**src/shared/led_seq_pkg.sv**
```systemverilog
// Constants shared by the boost LED enable and soft-start sequencer
`default_nettype none
package led_seq_pkg;
    // Clock
    localparam int CLK_MHZ           = 40;
    localparam int CLK_FREQ_HZ       = 40_000_000;
    localparam int COUNT_W           = 18;
    ////////////////////////////////////////////////////////////////////////
    // Times as printed, in their own units
    localparam int SHUTDOWN_TIME_US  = 2500;
    localparam int STEP_TIME_US      = 213;
    localparam int HALF_ILIM_TIME_US = 5000;
    localparam int DET_DELAY_TIME_US = 100;
    localparam int DET_LOW_TIME_US   = 260;
    localparam int DET_WIN_TIME_US   = 1000;
    localparam int ACK_TIME_US       = 512;
    localparam int SWITCH_FREQ_HZ    = 600_000;
    ////////////////////////////////////////////////////////////////////////
    // Cycle counts; all figures are whole cycles at 40 MHz
    localparam int SHUTDOWN_CYC      = SHUTDOWN_TIME_US * CLK_MHZ;
    localparam int STEP_CYC          = STEP_TIME_US * CLK_MHZ;
    localparam int HALF_ILIM_CYC     = HALF_ILIM_TIME_US * CLK_MHZ;
    localparam int DET_DELAY_CYC     = DET_DELAY_TIME_US * CLK_MHZ;
    localparam int DET_LOW_CYC       = DET_LOW_TIME_US * CLK_MHZ;
    localparam int DET_WIN_CYC       = DET_WIN_TIME_US * CLK_MHZ;
    localparam int ACK_CYC           = ACK_TIME_US * CLK_MHZ;
    // Count rounds down so the cycle never runs slower than 600 kHz
    localparam int SWITCH_CYC        = CLK_FREQ_HZ / SWITCH_FREQ_HZ;
    ////////////////////////////////////////////////////////////////////////
    // Soft start and brightness
    localparam int          REF_STEPS     = 32;
    localparam logic [5:0]  REF_FULL      = 6'h20;
    localparam logic [5:0]  REF_RESET     = 6'h00;
    localparam logic [4:0]  BRIGHT_RESET  = 5'h1F;
    ////////////////////////////////////////////////////////////////////////
    typedef enum logic [1:0] {
        ST_OFF   = 2'b00,
        ST_SOFT  = 2'b01,
        ST_RUN   = 2'b10,
        ST_FAULT = 2'b11
    } seq_state_type;
endpackage
`default_nettype wire

```
**src/shared/ctrl_mon_if.sv**
```systemverilog
// Control pin observations passed from the pin monitor to the sequencer
`timescale 1ns/100ps
`default_nettype none
interface ctrl_mon_if;
    logic                         lvl;
    logic                         rise;
    logic                         long_low;
    logic [led_seq_pkg::COUNT_W-1:0] low_cnt;
    modport mon (output lvl, output rise, output long_low, output low_cnt);
    modport seq (input lvl, input rise, input long_low, input low_cnt);
endinterface
`default_nettype wire

```
**src/hw/ctrl_pin_monitor.sv**
```systemverilog
// Control pin synchroniser, edge finder and low-time counter
`timescale 1ns/100ps
`default_nettype none
module ctrl_pin_monitor #(
    parameter int SHUTDOWN_CYC = led_seq_pkg::SHUTDOWN_CYC
) (
    input  wire logic  clk_i,
    input  wire logic  rst_i,
    input  wire logic  pin_i,
    ctrl_mon_if.mon    mon
);
    localparam int CW = led_seq_pkg::COUNT_W;

    logic                            meta_r;
    logic                            sync_r;
    logic                            prev_r;
    logic [led_seq_pkg::COUNT_W-1:0] low_cnt_r;
    logic [led_seq_pkg::COUNT_W-1:0] low_cnt_nxt;
    logic                            low_sat;

    ////////////////////////////////////////////////////////////////////////
    // Saturate so a very long low never wraps back under the limit
    assign low_sat     = &low_cnt_r;
    assign low_cnt_nxt = sync_r ? '0 : (low_sat ? low_cnt_r : low_cnt_r + 1'b1);

    always_ff @(posedge clk_i or posedge rst_i) begin
        if (rst_i) begin
            meta_r    <= 1'b0;
            sync_r    <= 1'b0;
            prev_r    <= 1'b0;
            low_cnt_r <= '0;
        end else begin
            meta_r    <= pin_i;
            sync_r    <= meta_r;
            prev_r    <= sync_r;
            low_cnt_r <= low_cnt_nxt;
        end
    end

    assign mon.lvl      = sync_r;
    assign mon.rise     = sync_r & ~prev_r;
    assign mon.long_low = low_cnt_r > CW'(SHUTDOWN_CYC);
    assign mon.low_cnt  = low_cnt_r;
endmodule
`default_nettype wire

```
**src/hw/led_boost_enable_softstart_seq.sv**
```systemverilog
// Enable, soft-start, open-LED latch and acknowledge sequencer of the boost LED driver
`timescale 1ns/100ps
`default_nettype none
// Behaviour
// A control pin held low longer than 2.5 ms puts the device in shutdown with switching off.
// After enable the reference climbs from zero to target in 32 equal steps of 213 us each.
// For the first 5 ms of start-up the switch current limit is half, then normal.
// Each switching cycle, switch node over threshold with feedback under half level trips off.
// After an open-LED trip the device stays off until the host toggles the control pin.
// Acknowledge pulls the control line low, only for a command whose request bit was set.
// The host provides the pull-up and releases the line while acknowledge may be driven.
// Switching cycles run at a fixed 600 kHz while enabled and pace fault checks.
// Every enable starts in pulse-width dimming; serial mode only if detected in that start.
// The stored brightness step resets to full scale, step 31 of 32.
// The control pin is synchronised and any high level restarts the shutdown timer.
module led_boost_enable_softstart_seq #(
    parameter int SHUTDOWN_CYC  = led_seq_pkg::SHUTDOWN_CYC,
    parameter int STEP_CYC      = led_seq_pkg::STEP_CYC,
    parameter int HALF_ILIM_CYC = led_seq_pkg::HALF_ILIM_CYC,
    parameter int DET_LOW_CYC   = led_seq_pkg::DET_LOW_CYC,
    parameter int DET_WIN_CYC   = led_seq_pkg::DET_WIN_CYC,
    parameter int ACK_CYC       = led_seq_pkg::ACK_CYC
) (
    input  wire logic        CLK_SYS_I,
    input  wire logic        RST_I,
    input  wire logic        CTRL_I,
    input  wire logic        OVP_CMP_I,
    input  wire logic        FEEDBACK_UV_CMP_I,
    input  wire logic        CMD_VALID_I,
    input  wire logic [4:0]  CMD_STEP_I,
    input  wire logic        CMD_ACK_REQ_I,
    output logic             CTRL_O,
    output logic             CTRL_OE_O,
    output logic             SWITCH_EN_O,
    output logic             CYCLE_START_O,
    output logic [5:0]       REF_LEVEL_O,
    output logic             HALF_ILIM_O,
    output logic             SHUTDOWN_O,
    output logic             FAULT_O,
    output logic             SERIAL_MODE_O,
    output logic [4:0]       BRIGHT_STEP_O
);
    localparam int CW = led_seq_pkg::COUNT_W;

    ctrl_mon_if                  ctrl_mon ();
    led_seq_pkg::seq_state_type  state_r;
    led_seq_pkg::seq_state_type  state_nxt;
    logic [CW-1:0] step_cnt_r;
    logic [CW-1:0] half_cnt_r;
    logic [CW-1:0] win_cnt_r;
    logic [CW-1:0] ack_cnt_r;
    logic [6:0]    cyc_cnt_r;
    logic [5:0]    ref_r;
    logic [4:0]    bright_r;
    logic          ovp_meta_r;
    logic          ovp_r;
    logic          uv_meta_r;
    logic          uv_r;
    logic          arm_r;
    logic          fall_ok_r;
    logic          serial_r;
    logic          half_r;
    logic          switch_r;
    logic          tick_r;
    logic          shut_r;
    logic          fault_r;
    logic          ack_r;

    ctrl_pin_monitor #(.SHUTDOWN_CYC(SHUTDOWN_CYC)) u_mon (
        .clk_i (CLK_SYS_I),
        .rst_i (RST_I),
        .pin_i (CTRL_I),
        .mon   (ctrl_mon)
    );

    ////////////////////////////////////////////////////////////////////////
    // Decode
    wire active     = (state_r == led_seq_pkg::ST_SOFT) || (state_r == led_seq_pkg::ST_RUN);
    wire start      = ctrl_mon.lvl && ((state_r == led_seq_pkg::ST_OFF) ||
                      (state_r == led_seq_pkg::ST_FAULT && arm_r));
    wire trip       = active && tick_r && ovp_r && uv_r;
    wire step_done  = step_cnt_r == CW'(STEP_CYC - 1);
    wire ramp_end   = (state_r == led_seq_pkg::ST_SOFT) && step_done &&
                      (ref_r == led_seq_pkg::REF_FULL - 6'h01);
    wire cyc_wrap   = cyc_cnt_r == 7'(led_seq_pkg::SWITCH_CYC - 1);
    wire in_window  = win_cnt_r < CW'(DET_WIN_CYC);
    wire det_hit    = active && fall_ok_r && !ctrl_mon.lvl && in_window &&
                      ctrl_mon.low_cnt == CW'(DET_LOW_CYC);
    wire ack_fire   = CMD_VALID_I && CMD_ACK_REQ_I && serial_r && !ack_r;
    wire ack_end    = ack_r && ack_cnt_r == CW'(ACK_CYC - 1);

    always_comb begin
        state_nxt = state_r;
        case (state_r)
            led_seq_pkg::ST_OFF: begin
                if (start) begin
                    state_nxt = led_seq_pkg::ST_SOFT;
                end
            end
            led_seq_pkg::ST_SOFT, led_seq_pkg::ST_RUN: begin
                if (trip) begin
                    state_nxt = led_seq_pkg::ST_FAULT;
                end else if (ctrl_mon.long_low) begin
                    state_nxt = led_seq_pkg::ST_OFF;
                end else if (ramp_end) begin
                    state_nxt = led_seq_pkg::ST_RUN;
                end
            end
            led_seq_pkg::ST_FAULT: begin
                if (start) begin
                    state_nxt = led_seq_pkg::ST_SOFT;
                end
            end
            default: state_nxt = led_seq_pkg::ST_OFF;
        endcase
    end

    ////////////////////////////////////////////////////////////////////////
    // Comparator synchronisers and sequencer state
    always_ff @(posedge CLK_SYS_I or posedge RST_I) begin
        if (RST_I) begin
            ovp_meta_r <= 1'b0;
            ovp_r      <= 1'b0;
            uv_meta_r  <= 1'b0;
            uv_r       <= 1'b0;
            state_r    <= led_seq_pkg::ST_OFF;
            arm_r      <= 1'b0;
        end else begin
            ovp_meta_r <= OVP_CMP_I;
            ovp_r      <= ovp_meta_r;
            uv_meta_r  <= FEEDBACK_UV_CMP_I;
            uv_r       <= uv_meta_r;
            state_r    <= state_nxt;
            // Fault needs a low seen after the trip before a high counts
            arm_r      <= (state_r == led_seq_pkg::ST_FAULT) && (arm_r || !ctrl_mon.lvl);
        end
    end

    // Switching cycle divider, idle while not enabled
    always_ff @(posedge CLK_SYS_I or posedge RST_I) begin
        if (RST_I) begin
            cyc_cnt_r <= 7'h00;
            tick_r    <= 1'b0;
        end else begin
            cyc_cnt_r <= (!active || cyc_wrap) ? 7'h00 : cyc_cnt_r + 7'h01;
            tick_r    <= active && state_nxt != led_seq_pkg::ST_FAULT && cyc_wrap;
        end
    end

    // Soft-start reference ramp and half current limit window
    always_ff @(posedge CLK_SYS_I or posedge RST_I) begin
        if (RST_I) begin
            ref_r      <= led_seq_pkg::REF_RESET;
            step_cnt_r <= '0;
            half_cnt_r <= '0;
            half_r     <= 1'b0;
        end else begin
            step_cnt_r <= (start || step_done) ? '0 : step_cnt_r + 1'b1;
            if (start || !active) begin
                ref_r <= led_seq_pkg::REF_RESET;
            end else if (state_r == led_seq_pkg::ST_SOFT && step_done) begin
                ref_r <= ref_r + 6'h01;
            end
            half_cnt_r <= start ? '0 : (half_r ? half_cnt_r + 1'b1 : half_cnt_r);
            half_r     <= start || (half_r && state_nxt != led_seq_pkg::ST_OFF &&
                          state_nxt != led_seq_pkg::ST_FAULT &&
                          half_cnt_r != CW'(HALF_ILIM_CYC - 1));
        end
    end

    // Dimming mode detection and stored brightness
    always_ff @(posedge CLK_SYS_I or posedge RST_I) begin
        if (RST_I) begin
            win_cnt_r <= '0;
            fall_ok_r <= 1'b0;
            serial_r  <= 1'b0;
            bright_r  <= led_seq_pkg::BRIGHT_RESET;
        end else begin
            win_cnt_r <= start ? '0 : (in_window ? win_cnt_r + 1'b1 : win_cnt_r);
            // The low phase only qualifies once the detection delay has gone by
            if (start) begin
                fall_ok_r <= 1'b0;
            end else if (ctrl_mon.lvl) begin
                fall_ok_r <= win_cnt_r >= CW'(led_seq_pkg::DET_DELAY_CYC - 1);
            end
            if (start) begin
                serial_r <= 1'b0;
            end else if (det_hit) begin
                serial_r <= 1'b1;
            end
            if (CMD_VALID_I && serial_r) begin
                bright_r <= CMD_STEP_I;
            end
        end
    end

    // Open-drain acknowledge, low only for a request with the bit set
    always_ff @(posedge CLK_SYS_I or posedge RST_I) begin
        if (RST_I) begin
            ack_r     <= 1'b0;
            ack_cnt_r <= '0;
        end else begin
            ack_r     <= ack_fire || (ack_r && !ack_end);
            ack_cnt_r <= ack_r ? ack_cnt_r + 1'b1 : '0;
        end
    end

    ////////////////////////////////////////////////////////////////////////
    // Registered outputs
    always_ff @(posedge CLK_SYS_I or posedge RST_I) begin
        if (RST_I) begin
            switch_r <= 1'b0;
            shut_r   <= 1'b1;
            fault_r  <= 1'b0;
        end else begin
            switch_r <= state_nxt == led_seq_pkg::ST_SOFT || state_nxt == led_seq_pkg::ST_RUN;
            shut_r   <= state_nxt == led_seq_pkg::ST_OFF || state_nxt == led_seq_pkg::ST_FAULT;
            fault_r  <= state_nxt == led_seq_pkg::ST_FAULT;
        end
    end

    assign CTRL_O        = 1'b0 & ack_r;
    assign CTRL_OE_O     = ack_r;
    assign SWITCH_EN_O   = switch_r;
    assign CYCLE_START_O = tick_r;
    assign REF_LEVEL_O   = ref_r;
    assign HALF_ILIM_O   = half_r;
    assign SHUTDOWN_O    = shut_r;
    assign FAULT_O       = fault_r;
    assign SERIAL_MODE_O = serial_r;
    assign BRIGHT_STEP_O = bright_r;
endmodule
`default_nettype wire

```
**config.mk**
```make
export PLATFORM = sky130hd
export DESIGN_NAME = led_boost_enable_softstart_seq
export DESIGN_NICKNAME = d
export VERILOG_FILES = /design/src/shared/led_seq_pkg.sv /design/src/shared/ctrl_mon_if.sv /design/src/hw/ctrl_pin_monitor.sv /design/src/hw/led_boost_enable_softstart_seq.sv
export SDC_FILE = /design/constraint.sdc
export NUM_CORES = 1
export LEC_CHECK = 0
export BUFFER_PORTS_ARGS = -buffer_cell sky130_fd_sc_hd__buf_4
export CAP_MARGIN = 20
export CORE_AREA = 2 2 163 117
export CTS_BUF_LIST = sky130_fd_sc_hd__clkbuf_16
export CTS_CLUSTER_SIZE = 30
export DETAILED_ROUTE_END_ITERATION = 16
export DIE_AREA = 0 0 165 119
export GPL_TIMING_DRIVEN = 0
export SYNTH_ARGS = -nofsm -noshare
export SYNTH_HDL_FRONTEND = slang
export SYNTH_HIERARCHICAL = 1
export SYNTH_SLANG_ARGS = --single-unit
```
**constraint.sdc**
```tcl
create_clock -name CLK_SYS_I -period 3.47 [get_ports CLK_SYS_I]
set_input_delay 0.1735 -clock CLK_SYS_I [delete_from_list [all_inputs] [get_ports CLK_SYS_I]]
set_output_delay 0.1735 -clock CLK_SYS_I [all_outputs]
set_load 0.01 [all_outputs]
```
# Word level (Yosys, flattened, before mapping)
# Cells that the tools add are included.
[totals] reg_bits=125 input_bits=12 output_inout_bits=19 wordCells=116
[op_classes] n_addsub=7 order_cmp=3 n_eq_ne=14 mux=20 n_reduce_logical=48
[ops] cell="$mux 18" count=8
[ops] cell="$add 18x1->18 const B" count=5
[ops] cell="$eq 18x14->1 const B" count=2
[ops] cell="$logic_and 1x1->1" count=23
[ops] cell="$eq 18x15->1 const B" count=1
[ops] cell="$ge 18x12->1 const B" count=1
[ops] cell="$gt 18x17->1 const B" count=1
[ops] cell="$lt 18x16->1 const B" count=1
[ops] cell="$ne 18x18->1 const B" count=1
[ops] cell="$reduce_and 18->1" count=1
[ops] cell="$mux 6" count=2
[ops] cell="$reduce_bool 2->1" count=6
[ops] cell="$logic_or 1x1->1" count=10
[ops] cell="$eq 2x2->1 const B" count=4
[ops] cell="$mux 2" count=4
[ops] cell="$add 7x1->7 const B" count=1
[ops] cell="$eq 7x7->1 const B" count=1
[ops] cell="$mux 7" count=1
[ops] cell="$add 6x1->6 const B" count=1
[ops] cell="$eq 6x5->1 const B" count=1
[ops] cell="$eq 2x1->1 const B" count=2
[ops] cell="$logic_not 1->1" count=4
[ops] cell="$logic_not 2->1" count=2
[ops] cell="$mux 1" count=4
[ops] cell="other kinds (4)" count=5

# Depth between registers and ports, before layout
[depth] word_depth=12 mapped_depth=12 depth_no_buf=12

# Modules after synthesis
# Netlist, hierarchy kept.
[modules_own_cells] module="led_boost_enable_softstart_seq" instances=1 cells_per_inst=529 area_each_um2=5245.0
[modules_own_cells] module="ctrl_pin_monitor" instances=1 cells_per_inst=112 area_each_um2=1128.6

# Worst setup path after synthesis
# Ideal clock, no wire load.
[synth_timing] kind="register to register" start="register step_cnt_r[15]" end="register half_r (netlist: HALF_ILIM_O)" setup_time_ns=0.083 t_arrival_ns=2.178 path_slack_ns=1.209 stages_incl_launch_ff=9 path_buffers=0 synth_period_minus_slack_ns=2.261 path_cell_list="dfrtp_1 > and4bb_2 > nand2_1 > or4_1 > a221o_1 > ha_1 > nor2_1 > nand2_1 > o21ai_0"
[synth_via] elab_chain_cells=12 elab_cells_between_ends=13
[synth_lines] element="start, declared" line_no="led_boost_enable_softstart_seq.sv:48" source="logic [CW-1:0] step_cnt_r;"
[synth_lines] element="start signal, assigned" line_no="led_boost_enable_softstart_seq.sv:158" source="step_cnt_r <= (start || step_done) ? '0 : step_cnt_r + 1'b1;"
[synth_lines] element="$eq 18x14->1 *" line_no="led_boost_enable_softstart_seq.sv:82" source="wire step_done = step_cnt_r == CW'(STEP_CYC - 1);"
[synth_lines] element="$logic_and 1x1->1 * (2 in a row)" line_no="led_boost_enable_softstart_seq.sv:83" source="wire ramp_end = (state_r == led_seq_pkg::ST_SOFT) && step_done &&"
[synth_lines] element="$mux 2 *" line_no="led_boost_enable_softstart_seq.sv:105" source="end else if (ramp_end) begin"
[synth_lines] element="$mux 2 *" line_no="led_boost_enable_softstart_seq.sv:103" source="end else if (ctrl_mon.long_low) begin"
[synth_lines] element="$mux 2 *" line_no="led_boost_enable_softstart_seq.sv:101" source="if (trip) begin"
[synth_lines] element="$pmux 2 s2 *" line_no="led_boost_enable_softstart_seq.sv:94" source="case (state_r)"
[synth_lines] element="net state_nxt[0]" line_no="led_boost_enable_softstart_seq.sv:47" source="led_seq_pkg::seq_state_type state_nxt;"
[synth_lines] element="$reduce_bool 2->1" line_no="led_boost_enable_softstart_seq.sv:165" source="half_r <= start || (half_r && state_nxt != led_seq_pkg::ST_OFF &&"
[synth_lines] element="$logic_and 1x1->1" line_no="led_boost_enable_softstart_seq.sv:165"
[synth_lines] element="$logic_and 1x1->1 *" line_no="led_boost_enable_softstart_seq.sv:165"
[synth_lines] element="$logic_and 1x1->1 *" line_no="led_boost_enable_softstart_seq.sv:166" source="state_nxt != led_seq_pkg::ST_FAULT &&"
[synth_lines] element="$logic_or 1x1->1 *" line_no="led_boost_enable_softstart_seq.sv:165"
[synth_lines] element="end signal, assigned" line_no="led_boost_enable_softstart_seq.sv:165"
[synth_lines] element="end, declared" line_no="led_boost_enable_softstart_seq.sv:62" source="logic half_r;"
# The timed path passes the listed nets; every way through them passes the cells marked *.
# A chain may end at the register's enable or synchronous reset.

# Final worst setup path
[layout_timing] start="register step_cnt_r[0]" end="register half_r (netlist: HALF_ILIM_O)"
# Same word-level chain as after synthesis.

==> impl_metrics.tcl <==
set metrics [dict create \
    post-cts-setup-buffers 0 \
    critical_path_class "flop to flop" \
    drive_gt1_share_pct 12.7 \
    overflow 0 \
    cp-startpoint "step_cnt_r[0]" \
    grt_use_met1_pct 22.3 \
    arrival_ns 3.02 \
    syn_to_final_growth_pct 19.5 \
    drc_errors 0 \
    gp_congestion 0.783 \
    drv_slew 0 \
    yosysWarnings 6 \
    setup_violations 0 \
    num_vias 4844 \
    syn-cell-area_sq_um 6340 \
    endpoint_kind "flop" \
    r2r_start "step_cnt_r[0]" \
    hold_path.class "input pin to flop" \
    antenna_found_initial 0 \
    grt_use_total_pct 14.8 \
    cp-start-kind "flop" \
    grt_busiest_layer "met1" \
    clk_pin_slew_ns 0.06 \
    final_nets 723 \
    dieHeight_um 119 \
    r2r-end "HALF_ILIM_O" \
    crit_top_cell "ha_1" \
    crit_end "HALF_ILIM_O" \
    tritoncts "yes" \
    drv_cap 0 \
    n_antenna_cell 0 \
    rsz0062_at_grt "false" \
    pwr_density_cell_nw_per_um2 549 \
    status "finished, final reports clean" \
    worst_clock_skew_ns 0.00929 \
    cts_root_buffer "clkbuf_16" \
    dp_hpwl_mm 9.09 \
    routedWlPerCell_um 13.9 \
    avgSynthCellArea_sq_um 9.93 \
    ant_nets 0 \
    rrSetupSlack_ns 0.77 \
    r2r.worst_path.cells 9 \
    power_leakage_nw 3.21 \
    use_met2_pct 20.6 \
    finalCritPeriodShare_pct 77.9 \
    dr.pass1.iters 5 \
    fin_crit_ns 2.70 \
    syn_nets 665 \
    max_stage_delay_ns 0.53 \
    wirelength_mm 13.3 \
    grt_pass1_vias 4717 \
    worstPathRequired_ns 3.79 \
    cts_sinks 125 \
    final_area_sq_um 7580 \
    die_w_um 165 \
    dieArea_sq_um 19600 \
    crit_chain "ha_1 > clkbuf_1 > nand4_1 > or4_1 > a221o_1 > ha_1 > nor2_1 > nand2_1 > o21ai_0" \
    clk_latency_ns 0.41 \
    start_util_pct 34.6 \
    top_level_ports 31 \
    hold_violations 0 \
    cts_buffer_depth 2 \
    slowest_stage "or4_1" \
    postCtsResizedCells 0 \
    grt_max_degree 57 \
    final-seq-area_sq_um 3140 \
    avgViaCountPerCell 5.09 \
    core_sq_um 18300 \
    slew_headroom_pct 42.3 \
    numCtsBuffers 17 \
    htree_levels 4 \
    multi_input_area_sq_um 3020 \
    postLayoutCoreUtil_pct 41.3 \
    fmax_mhz 370 \
    tightest_slew_ns 0.843 \
    gr-usage-met3_pct 3.41 \
    portBuffers 29 \
    postPlaceCellArea_sq_um 6890 \
    grt_pass1_wl_mm 23.4 \
    ctsHoldBuffers 9 \
    dr.first_iter.drc_count 268 \
    fp-row-count 42 \
    crit_path_max_fanout 7 \
    max-vdd-ir-drop_mv 0.260 \
    fillers 1768 \
    synthCells 639 \
]
-- layer usage --
| metal | vias up | wire length, um |
|---|---|---|
| li1 | 2438 | - |
| met1 | 2323 | 7220 |
| met2 | 73 | 5430 |
| met3 | 10 | 501 |
| met4 | 0 | 118 |
| met5 | - | 0 |
-- through the flow --
stage	instances	total power, W	setup WS, ns	hold slack (ns)	TNS, ns
2_1_floorplan	639	0.00221	0.546	0.137	0
3_3_place_gp	910	0.00235	-0.944	0.283	-92.61
3_5_place_dp	911	0.00238	0.764	0.285	0
4_1_cts	952	0.00421	0.751	0.0965	0
5_1_grt	952	0.00438	0.546	0.132	0
6_report	952	0.00416	0.768	0.101	0
-- worst max-delay path: cells and delay by family, from the launching register on --
| family | cells | cell delay [ns] |
|---|---|---|
| AOI/OAI and AO/OA | 2 | 0.54 |
| adders and majority gates | 2 | 0.41 |
| buffers and inverters | 1 | 0.27 |
| DFF | 1 | 0.40 |
| and+or+nand+nor | 4 | 0.99 |
-- report_power, final --
group	total, W	internal, W	leakage (nW)	switching [W]
clock	0.00181	0.00113	0.290	0.000679
combinational	0.000540	0.000250	1.26	0.000291
sequential	0.00181	0.00162	1.66	0.000194
total	0.00416	0.00300	3.21	0.00116
-- registers in the layout, summed over array words and instances, names as in the netlist, 2 cells and up --
name               flops
step_cnt_r            18
REF_LEVEL_O            6
u_mon/mon.low_cnt     18
BRIGHT_STEP_O          5
half_cnt_r            18
cyc_cnt_r              7
state_r                2
win_cnt_r             18
ack_cnt_r             18
-- cell usage in the layout (no fill, tap or decap), drive strengths merged, types with 3 or more instances in the layout --
cell type / count
a21oi: 29
nand2b: 11
and3: 12
o31ai: 12
o211ai: 5
nand2: 39
mux2i: 10
dfrtp: 119
o21ai: 27
nor4: 21
ha: 14
and2: 5
or3: 10
or4: 17
inv: 31
bufinv: 3
dlygate4sd3: 9
nand3: 43
xnor2: 34
clkinv: 6
xor2: 18
a31oi: 4
nor2: 63
nor3: 21
and4: 6
nand4: 23
buf: 36
o21a: 4
clkbuf: 30
nor3b: 3
nor2b: 3
dfstp: 6
nor4b: 3
mux2: 6
-- worst min-delay path by stage --
| stage | startpoint | endpoint | slack (ns) | depth (start not counted) |
|---|---|---|---|---|
| floorplan | RST_I | u_mon/meta_r | 0.14 | 1 |
| global placement | OVP_CMP_I | ovp_meta_r | 0.28 | 1 |
| detailed placement | FEEDBACK_UV_CMP_I | uv_meta_r | 0.28 | 1 |
| CTS | CMD_ACK_REQ_I | CTRL_OE_O | 0.1 | 3 |
| global route | CMD_ACK_REQ_I | CTRL_OE_O | 0.13 | 3 |
| finish | CMD_ACK_REQ_I | CTRL_OE_O | 0.10 | 3 |
-- final cells by class --
class                   instances  area share [%]
flip-flops and latches        125            41.4
multi-input cells             468            39.9
clock buffers                  17            5.61
repair buffers                 39            4.42
well taps                     242            4.00
clock inverters                15            2.25
inverters                      27            1.37
plain buffers                  19            1.09
(Power assumes the default switching activity.)
